**src/verilog/acss_pkg.sv**
```systemverilog
// constants, state codes and helpers for the converter channel select block
// assumes one 25 MHz clock and a synchronous active-low reset everywhere
//
// Functional notes
// - each channel has a done flag that goes to 1 when its conversion ends, else 0.
// - writing a 1 to a done flag clears it and writing a 0 leaves it alone.
// - a single-shot cycle sets the single done flag once all its channels are done.
// - a repeating pass sets the repeat done flag once all its channels are done.
// - the single-shot mask resets to zero and picks the channels of a single cycle.
// - the repeat mask resets to zero and picks the channels of each repeating pass.
// - each channel has a 32-bit reading with the result low and zeros above bit 9.
// - results reset to zero and no software access changes them.
// - the single-shot start bit clears itself once it has launched a cycle.
// - the repeat done flag clears whenever a new repeating pass begins.
`default_nettype none

package acss_pkg;
  // ****************************************************************
  // sizes and reset values
  // ****************************************************************
  localparam int         ACSS_NCH     = 5;
  localparam int         ACSS_CH_W    = 3;
  localparam int         ACSS_RES_W   = 10;
  localparam logic [4:0] ACSS_MASK_RST = 5'h00;
  localparam logic [9:0] ACSS_RES_RST = 10'h000;

  // ****************************************************************
  // register map, byte addresses
  // ****************************************************************
  localparam logic [7:0] ACSS_CTRL_OFS  = 8'h00;
  localparam logic [7:0] ACSS_STAT_OFS  = 8'h08;
  localparam logic [7:0] ACSS_SMASK_OFS = 8'h0C;
  localparam logic [7:0] ACSS_RMASK_OFS = 8'h10;
  localparam logic [7:0] ACSS_READ_BASE = 8'h14;
  localparam logic [7:0] ACSS_ISTAT_OFS = 8'h28;
  localparam logic [7:0] ACSS_IMASK_OFS = 8'h2C;

  // control bit positions and event indices
  localparam int ACSS_CTRL_SS_BIT = 1;
  localparam int ACSS_CTRL_SR_BIT = 2;
  localparam int ACSS_CTRL_RD_BIT = 6;
  localparam int ACSS_CTRL_SD_BIT = 7;
  localparam int ACSS_EV_SINGLE   = 0;
  localparam int ACSS_EV_REPEAT   = 1;

  // sequencer states, gray along idle-request-wait-request
  typedef enum logic [1:0]
  {
    ACSS_IDLE = 2'b00,
    ACSS_REQ  = 2'b01,
    ACSS_WAIT = 2'b11
  } acss_state_e;

  // lowest set channel of a mask
  function automatic logic [ACSS_CH_W-1:0] acss_first_ch(input logic [ACSS_NCH-1:0] mask);
    logic [ACSS_CH_W-1:0] idx;
    idx = '0;
    for (int i = ACSS_NCH - 1; i >= 0; i--)
      if (mask[i]) idx = ACSS_CH_W'(i);
    return idx;
  endfunction : acss_first_ch

  // one-hot bit of a channel number
  function automatic logic [ACSS_NCH-1:0] acss_onehot(input logic [ACSS_CH_W-1:0] ch);
    return ACSS_NCH'(1) << ch;
  endfunction : acss_onehot
endpackage : acss_pkg

`default_nettype wire

```
**src/verilog/acss_res_if.sv**
```systemverilog
// result write and read-back path between sequencer and result store
// assumes both ends run on the same clock
`timescale 1ns/100ps
`default_nettype none

interface acss_res_if;
  import acss_pkg::*;
  logic                  wr;
  logic [ACSS_CH_W-1:0]  ch;
  logic [ACSS_RES_W-1:0] data;
  logic [ACSS_CH_W-1:0]  rd_ch;
  logic [ACSS_RES_W-1:0] rd_val;

  modport src (output wr, ch, data, rd_ch, input rd_val);
  modport dst (input wr, ch, data, rd_ch, output rd_val);
endinterface : acss_res_if

`default_nettype wire

```
**src/verilog/acss_ctrl.sv**
```systemverilog
// converter channel select and status: register slave, pass sequencer, irq
// assumes a core that converts one channel per request and answers done
//
// Implementation choice: strobed register access.
`timescale 1ns/100ps
`default_nettype none

module acss_ctrl (
  // clock, reset, enable
  input  wire logic                           i_clk,
  input  wire logic                           i_rst_n,
  input  wire logic                           i_ce,
  // register port
  input  wire logic [7:0]                     i_addr,
  input  wire logic [31:0]                    i_wdata,
  input  wire logic                           i_wr,
  input  wire logic                           i_rd,
  output var  logic [31:0]                    o_rdata,
  // converter core
  output var  logic                           o_conv_req,
  output var  logic [acss_pkg::ACSS_CH_W-1:0] o_conv_ch,
  input  wire logic                           i_conv_done,
  input  wire logic [acss_pkg::ACSS_RES_W-1:0] i_conv_result,
  // interrupt
  output var  logic                           o_irq
);
  import acss_pkg::*;

  // ****************************************************************
  // declarations
  // ****************************************************************
  acss_res_if res ();

  logic                start_single_ff;
  logic                start_repeat_ff;
  logic [ACSS_NCH-1:0] smask_ff;
  logic [ACSS_NCH-1:0] rmask_ff;
  logic [1:0]          imask_ff;
  logic [31:0]         nxt_rdata;

  acss_state_e         state_ff;
  logic [ACSS_NCH-1:0] rem_ff;
  logic                rep_mode_ff;
  logic                single_taken_ff;
  logic                pass_begin_ff;
  logic                single_done_ff;
  logic                repeat_done_ff;

  logic [ACSS_NCH-1:0] chan_flags;
  logic [ACSS_NCH-1:0] chan_set;
  logic [ACSS_NCH-1:0] chan_clr;
  logic [1:0]          done_flags;
  logic [1:0]          done_clr;
  logic [1:0]          ev_set;
  logic [1:0]          irq_stat;
  logic [1:0]          irq_clr;

  logic                wr_ctrl;
  logic                wr_stat;
  logic                wr_istat;
  logic [7:0]          rd_off;
  logic                rd_hit;

  // ****************************************************************
  // address decode
  // ****************************************************************
  assign wr_ctrl  = i_wr && (i_addr == ACSS_CTRL_OFS);
  assign wr_stat  = i_wr && (i_addr == ACSS_STAT_OFS);
  assign wr_istat = i_wr && (i_addr == ACSS_ISTAT_OFS);

  // reading window: aligned words from the base, one per channel
  assign rd_off    = i_addr - ACSS_READ_BASE;
  assign rd_hit    = (i_addr >= ACSS_READ_BASE) && (rd_off[1:0] == 2'h0)
                     && (rd_off[7:2] < 6'(ACSS_NCH));
  assign res.rd_ch = rd_off[4:2];

  // ****************************************************************
  // software registers
  // ****************************************************************
  // start bits; a write in the launch cycle wins so a fresh request survives
  always_ff @(posedge i_clk)
  begin
    if (!i_rst_n)
    begin
      start_single_ff <= 1'b0;
      start_repeat_ff <= 1'b0;
    end
    else if (i_ce)
    begin
      if (wr_ctrl)
      begin
        start_single_ff <= i_wdata[ACSS_CTRL_SS_BIT];
        start_repeat_ff <= i_wdata[ACSS_CTRL_SR_BIT];
      end
      else if (single_taken_ff)
        start_single_ff <= 1'b0;
    end
  end

  // channel masks; changing smask mid-cycle has no effect on the running pass
  always_ff @(posedge i_clk)
  begin
    if (!i_rst_n)
    begin
      smask_ff <= ACSS_MASK_RST;
      rmask_ff <= ACSS_MASK_RST;
    end
    else if (i_ce && i_wr)
    begin
      if (i_addr == ACSS_SMASK_OFS)
        smask_ff <= i_wdata[ACSS_NCH-1:0];
      if (i_addr == ACSS_RMASK_OFS)
        rmask_ff <= i_wdata[ACSS_NCH-1:0];
    end
  end

  // interrupt mask
  always_ff @(posedge i_clk)
  begin
    if (!i_rst_n)
      imask_ff <= 2'h0;
    else if (i_ce && i_wr && (i_addr == ACSS_IMASK_OFS))
      imask_ff <= i_wdata[1:0];
  end

  // ****************************************************************
  // sticky flags
  // ****************************************************************
  // channel flag rises on the very edge that stores the result
  assign chan_set = res.wr ? acss_onehot(res.ch) : '0;
  assign chan_clr = wr_stat ? i_wdata[ACSS_NCH-1:0] : '0;

  // whole-cycle events shared by the done flags and the irq status
  assign ev_set[ACSS_EV_SINGLE]   = single_done_ff;
  assign ev_set[ACSS_EV_REPEAT]   = repeat_done_ff;
  assign done_clr[ACSS_EV_SINGLE] = wr_ctrl && i_wdata[ACSS_CTRL_SD_BIT];
  assign done_clr[ACSS_EV_REPEAT] = (wr_ctrl && i_wdata[ACSS_CTRL_RD_BIT])
                                    || pass_begin_ff;
  assign irq_clr = wr_istat ? i_wdata[1:0] : 2'h0;

  acss_sticky #(.W(ACSS_NCH)) u_chan_flags (
    .i_clk   (i_clk),
    .i_rst_n (i_rst_n),
    .i_ce    (i_ce),
    .i_set   (chan_set),
    .i_clr   (chan_clr),
    .o_q     (chan_flags)
  );

  acss_sticky #(.W(2)) u_done_flags (
    .i_clk   (i_clk),
    .i_rst_n (i_rst_n),
    .i_ce    (i_ce),
    .i_set   (ev_set),
    .i_clr   (done_clr),
    .o_q     (done_flags)
  );

  acss_sticky #(.W(2)) u_irq_stat (
    .i_clk   (i_clk),
    .i_rst_n (i_rst_n),
    .i_ce    (i_ce),
    .i_set   (ev_set),
    .i_clr   (irq_clr),
    .o_q     (irq_stat)
  );

  // ****************************************************************
  // result store
  // ****************************************************************
  acss_store #(.NCH(ACSS_NCH)) u_store (
    .i_clk   (i_clk),
    .i_rst_n (i_rst_n),
    .i_ce    (i_ce),
    .res     (res)
  );

  // ****************************************************************
  // pass sequencer
  // ****************************************************************
  // single wins over repeat; the mask is latched so later writes cannot tear it
  always_ff @(posedge i_clk)
  begin
    if (!i_rst_n)
    begin
      state_ff    <= ACSS_IDLE;
      rem_ff      <= '0;
      rep_mode_ff <= 1'b0;
    end
    else if (i_ce)
    begin
      unique case (state_ff)
        ACSS_IDLE:
          if (start_single_ff && !single_taken_ff)
          begin
            rem_ff      <= smask_ff;
            rep_mode_ff <= 1'b0;
            state_ff    <= ACSS_REQ;
          end
          else if (start_repeat_ff)
          begin
            rem_ff      <= rmask_ff;
            rep_mode_ff <= 1'b1;
            state_ff    <= ACSS_REQ;
          end
        ACSS_REQ:
          state_ff <= (rem_ff == '0) ? ACSS_IDLE : ACSS_WAIT;
        ACSS_WAIT:
          if (i_conv_done)
          begin
            rem_ff   <= rem_ff & ~acss_onehot(o_conv_ch);
            state_ff <= ACSS_REQ;
          end
        default:
          state_ff <= ACSS_IDLE;
      endcase
    end
  end

  // one-cycle events of the sequencer
  always_ff @(posedge i_clk)
  begin
    if (!i_rst_n)
    begin
      single_taken_ff <= 1'b0;
      pass_begin_ff   <= 1'b0;
      single_done_ff  <= 1'b0;
      repeat_done_ff  <= 1'b0;
    end
    else if (i_ce)
    begin
      single_taken_ff <= (state_ff == ACSS_IDLE) && start_single_ff
                         && !single_taken_ff;
      pass_begin_ff   <= (state_ff == ACSS_IDLE) && start_repeat_ff
                         && !(start_single_ff && !single_taken_ff);
      single_done_ff  <= (state_ff == ACSS_REQ) && (rem_ff == '0)
                         && !rep_mode_ff;
      repeat_done_ff  <= (state_ff == ACSS_REQ) && (rem_ff == '0)
                         && rep_mode_ff;
    end
  end

  // core request and result capture; done outside wait is ignored
  always_ff @(posedge i_clk)
  begin
    if (!i_rst_n)
    begin
      o_conv_req <= 1'b0;
      o_conv_ch  <= '0;
      res.wr     <= 1'b0;
      res.ch     <= '0;
      res.data   <= ACSS_RES_RST;
    end
    else if (i_ce)
    begin
      o_conv_req <= (state_ff == ACSS_REQ) && (rem_ff != '0);
      if (state_ff == ACSS_REQ)
        o_conv_ch <= acss_first_ch(rem_ff);
      res.wr <= (state_ff == ACSS_WAIT) && i_conv_done;
      if ((state_ff == ACSS_WAIT) && i_conv_done)
      begin
        res.ch   <= o_conv_ch;
        res.data <= i_conv_result;
      end
    end
  end

  // ****************************************************************
  // read data and interrupt
  // ****************************************************************
  // unmapped and reserved bits read zero; data stands one cycle only
  always_comb
  begin
    nxt_rdata = 32'h0000_0000;
    if (i_rd)
    begin
      case (i_addr)
        ACSS_CTRL_OFS:
        begin
          nxt_rdata[ACSS_CTRL_SS_BIT] = start_single_ff;
          nxt_rdata[ACSS_CTRL_SR_BIT] = start_repeat_ff;
          nxt_rdata[ACSS_CTRL_RD_BIT] = done_flags[ACSS_EV_REPEAT];
          nxt_rdata[ACSS_CTRL_SD_BIT] = done_flags[ACSS_EV_SINGLE];
        end
        ACSS_STAT_OFS:  nxt_rdata[ACSS_NCH-1:0] = chan_flags;
        ACSS_SMASK_OFS: nxt_rdata[ACSS_NCH-1:0] = smask_ff;
        ACSS_RMASK_OFS: nxt_rdata[ACSS_NCH-1:0] = rmask_ff;
        ACSS_ISTAT_OFS: nxt_rdata[1:0] = irq_stat;
        ACSS_IMASK_OFS: nxt_rdata[1:0] = imask_ff;
        default:
          if (rd_hit)
            nxt_rdata[ACSS_RES_W-1:0] = res.rd_val;
      endcase
    end
  end

  // whole word captured in one edge, so any access width sees one result
  always_ff @(posedge i_clk)
  begin
    if (!i_rst_n)
      o_rdata <= 32'h0000_0000;
    else if (i_ce)
      o_rdata <= nxt_rdata;
  end

  // registered irq trails the status by one cycle
  always_ff @(posedge i_clk)
  begin
    if (!i_rst_n)
      o_irq <= 1'b0;
    else if (i_ce)
      o_irq <= |(irq_stat & imask_ff);
  end
endmodule : acss_ctrl

`default_nettype wire

```
**src/verilog/acss_sticky.sv**
```systemverilog
// sticky flag bank: hardware sets, writer clears
// assumes set and clear are single-cycle terms from the same clock
`timescale 1ns/100ps
`default_nettype none

module acss_sticky #(
  parameter int W = 5
) (
  // clock and control
  input  wire logic         i_clk,
  input  wire logic         i_rst_n,
  input  wire logic         i_ce,
  // set and clear terms
  input  wire logic [W-1:0] i_set,
  input  wire logic [W-1:0] i_clr,
  // flags
  output var  logic [W-1:0] o_q
);
  // set wins over clear so an event in the clearing cycle is kept
  always_ff @(posedge i_clk)
  begin
    if (!i_rst_n)
      o_q <= '0;
    else if (i_ce)
      o_q <= (o_q & ~i_clr) | i_set;
  end
endmodule : acss_sticky

`default_nettype wire

```
**src/verilog/acss_store.sv**
```systemverilog
// channel result array with combinational read-back
// assumes the writer never gives a channel number at or above NCH
`timescale 1ns/100ps
`default_nettype none

module acss_store
  import acss_pkg::*;
#(
  parameter int NCH = acss_pkg::ACSS_NCH
) (
  // clock and control
  input  wire logic i_clk,
  input  wire logic i_rst_n,
  input  wire logic i_ce,
  // write and read path
  acss_res_if.dst   res
);
  logic [ACSS_RES_W-1:0] mem_ff [NCH];

  // only the sequencer writes; the bus has no path in here
  always_ff @(posedge i_clk)
  begin
    if (!i_rst_n)
      for (int i = 0; i < NCH; i++) mem_ff[i] <= ACSS_RES_RST;
    else if (i_ce && res.wr)
      mem_ff[res.ch] <= res.data;
  end

  // out-of-range index reads zero rather than x
  assign res.rd_val = (res.rd_ch < ACSS_CH_W'(NCH)) ? mem_ff[res.rd_ch] : '0;
endmodule : acss_store

`default_nettype wire

```
**config.mk**
```make
export PLATFORM = sky130hd
export DESIGN_NAME = acss_ctrl
export DESIGN_NICKNAME = d
export VERILOG_FILES = /design/src/verilog/acss_pkg.sv /design/src/verilog/acss_res_if.sv /design/src/verilog/acss_ctrl.sv /design/src/verilog/acss_sticky.sv /design/src/verilog/acss_store.sv
export SDC_FILE = /design/constraint.sdc
export NUM_CORES = 1
export LEC_CHECK = 0
export BUFFER_PORTS_ARGS = -buffer_cell sky130_fd_sc_hd__buf_2
export CORE_MARGIN = 8
export CORE_UTILIZATION = 56
export DETAILED_ROUTE_END_ITERATION = 6
export HOLD_SLACK_MARGIN = 0.06
export MAX_ROUTING_LAYER = met4
export PLACE_DENSITY = 0.85
export SYNTH_ARGS = -nofsm -noshare
export SYNTH_HDL_FRONTEND = slang
export SYNTH_SLANG_ARGS = --single-unit
```
**constraint.sdc**
```tcl
create_clock -name i_clk -period 3 [get_ports i_clk]
set_input_delay 0.6 -clock i_clk [delete_from_list [all_inputs] [get_ports i_clk]]
set_output_delay 0.6 -clock i_clk [all_outputs]
set_load 0.01 [all_outputs]
```
==> summary.txt <==
Timing
  – Max-slew headroom: 0.598
  – Fin Setup TNS: 0 ns
  – Fin crit share: 0.680
  – Finish-stage setup viols: 0
  – Final-report hold violation count: 0
  – RSZ-0062 raised after global routing: false
  – Fin Clk Skew: 0.00536 ns
  – Fmax: 490 MHz
  – Crit path time final: 2.04 ns
  – Worst Max-Slew Pin Slew: 0.601 ns
  – Slew Limit Fails: 0

Final layout
  – Final net count: 661
  – P&R area growth vs syn: 16.2%
  – Core Util, Final: 0.672
  – Ant. Diodes: 0
  – Share of cells above drive strength 1: 0.193

Drt
  – Residual DRC: 0
  – Routed wire per std cell: 18.5 um
  – Final WL: 13.7 mm
  – First-pass detailed-route iteration total: 6
  – Vias per cell: 5.80
  – Iteration-0 DRC Markers: 279
  – Antenna Violating Nets Remaining: 0
  – Vias post-DR: 4313

Global routing
  – Met2 Use GR: 0.339
  – First-pass GRT wire length: 21.9 mm
  – Initial antenna violation count: 0
  – Met1 global-route usage: 0.263
  – Global-route usage over all layers: 0.219
  – Grt total ovfl: 0
  – Met3 usage: 0.0496
  – Most Crowded Layer GR: met2
  – Vias in the first global route: 4260
  – Largest net degree at the start of global routing: 37

Floorplan
  – Chip width: 116 um
  – Core Area: 0.00977 sq mm
  – Io pins: 93
  – Rows: 36
  – Die height: 116 um
  – Die ar.: 0.0136 sq mm
  – Initial Util: 0.578

Logic synthesis
  – Flops & latches, synth: 114
  – Post-Synthesis Cells: 547
  – Sequential area share after synthesis: 0.492
  – Syn Area/Cell: 10.3 sq um
  – Asr flop ratio synth: 0
  – Ys Warns: 0
  – Mapped Area: 0.00565 sq mm
  – Number of synthesized flops with an enable pin: 50
  – Most used DFF post-synth: dfxtp_1
  – Unique cell type count in the Yosys netlist: 63

Worst setup path
  – Setup crit end kind: register
  – CP Data Arrival Time: 2.48 ns
  – Setup CP Type: reg2reg
  – Critical path launch point type: register
  – Worst reg2reg path depth: 5
  – R2r setup slk: 0.96 ns
  – Required @ worst endpoint: 3.43 ns
  – Crit Path Max Fanout: 8

Clock network
  – Post-cts resize count: 0
  – CTS clock-pin slew for the worst setup and hold paths: 0.05 ns
  – H-tree depth: 4
  – Total CTS buffers: 17
  – CTS root buf: clkbuf_8
  – # clock sinks: 114
  – Hold-fix buffers at CTS: 0
  – Clk Latency, worst-skew pair: 0.52 ns
  – Post-CTS Repair Setup Buffers: 0
  – Max clock buf depth: 2
  – CTS tree: yes

Power
  – Peak supply drop: 0.000318 V
  – Pwr dens: 609 mW/mm^2
  – Overall power: 0.00400 W
  – P_leak: 2.47 nW

Hold path
  – Worst Hold Path Cells: 3
  – Worst hold path type: in2reg

Placement
  – Port-buffer cells: 45
  – Placer Congestion: 0.848
  – Dpl hpwl: 9.25 mm

Job
  – Max-Cap Viols: 0

Outcome
  – Outcome: completed
-- placed cells by master, fill, tap and decap left out, types with 4 or more instances in the layout --
| cell | count |
|---|---|
| a31o_1 | 5 |
| nand4_1 | 4 |
| a221oi_1 | 4 |
| inv_1 | 10 |
| edfxtp_1 | 50 |
| nand3_1 | 8 |
| nand2b_1 | 4 |
| nand2_1 | 77 |
| nor2b_1 | 30 |
| or3_1 | 4 |
| ha_1 | 8 |
| bufinv_16 | 4 |
| and2_1 | 53 |
| clkbuf_16 | 17 |
| nor3_1 | 9 |
| conb_1 | 22 |
| buf_2 | 45 |
| o31ai_1 | 4 |
| a21boi_0 | 24 |
| nor2_1 | 14 |
| a22oi_1 | 11 |
| dfxtp_1 | 64 |
| a21oi_1 | 9 |
| buf_4 | 19 |
| mux2i_1 | 19 |
| mux4_2 | 10 |
| o21ai_0 | 26 |
-- path summary, 6_finish.rpt --
path	startpoint	endpoint
max	start_single_ff	rem_ff[4]
min	i_conv_result[1]	res.data[1]
max reg2reg	start_single_ff	rem_ff[4]
min reg2reg	o_rdata[4]	o_rdata[4]
-- stage by stage --
step	area [sq um]	hold WS, ns	std cells	worst slack (ns)
detailed placement	5940	0.429	711	0.516
finish	6570	0.331	743	0.959
global placement	5940	0.426	711	0.569
CTS	6570	0.324	743	0.992
global route	6570	0.331	743	0.851
floorplan	5730	0.446	568	0.484
-- area by class of cell --
cell class	count	area, sq um
clock inverters	9	151
repair buffers	64	368
clock buffers	23	478
inverters	10	37.5
fillers	676	3210
well taps	133	166
flip-flops and latches	114	2780
multi-input cells	390	2580
-- critical path, cell delays in order, from the launching register on --
cell,delay [ns]
dfxtp_1,0.35
nor2b_2,0.54
o311ai_4,0.18
or2_1,0.34
or3_1,0.37
a21boi_1,0.19
-- report_power, final --
group	internal (W)	leakage, nW	total [W]	switching, W
Sequential	0.00165	0.990	0.00166	0.0000107
Combinational	0.0000856	1.18	0.000224	0.000138
Clock	0.00144	0.297	0.00211	0.000677
Total	0.00318	2.47	0.00400	0.000826
-- metal layers --
metal	up-vias	wire length, um
li1	1994	-
met1	2040	5640
met2	240	6380
met3	39	1230
met4	0	468
met5	-	0
-- cell usage after synthesis (all sizes together) (2+ instances only) --
cell type,number,area (sq um)
a21boi,27,203
a21oi,9,45.0
a221oi,4,35.0
a22oi,11,82.6
a31o,5,43.8
and2,53,332
and4,3,30.0
buf,28,210
clkbuf,26,119
dfxtp,64,1280
edfxtp,50,1500
ha,8,100
inv,10,37.5
mux2,3,33.8
mux2i,19,190
mux4,10,225
nand2,77,289
nand2b,4,25.0
nand3,8,40.0
nand3b,2,15.0
nand4,5,37.5
nor2,15,58.8
nor2b,31,196
nor3,10,61.3
nor3b,2,15.0
nor4,5,52.6
o21a,3,22.5
o21ai,27,135
o21ba,2,20.0
o31ai,4,30.0
or2,2,12.5
or3,4,25.0
-- flip-flops by register name, summed over array words and instances (netlist names), 2 cells and up --
register and count:
state_ff 2, o_rdata 10, rmask_ff 5, o_conv_ch 3
smask_ff 5, rem_ff 5, res.ch 3, imask_ff 2
u_chan_flags.o_q 5, u_done_flags.o_q 2, res.data 10, u_store.mem_ff 50
u_irq_stat.o_q 2
-- cell families after synthesis --
family,count (synthesis),synth area share
adders and majority gates,8,0.0177
buffers and inverters,64,0.0648
AOI/OAI and AO/OA,101,0.126
muxes,32,0.0794
other,1,0.000663
xor gates and xnor gates,2,0.00310
and+or+nand+nor,225,0.216
DFF,114,0.492
Power figures use the tool's default switching activity.
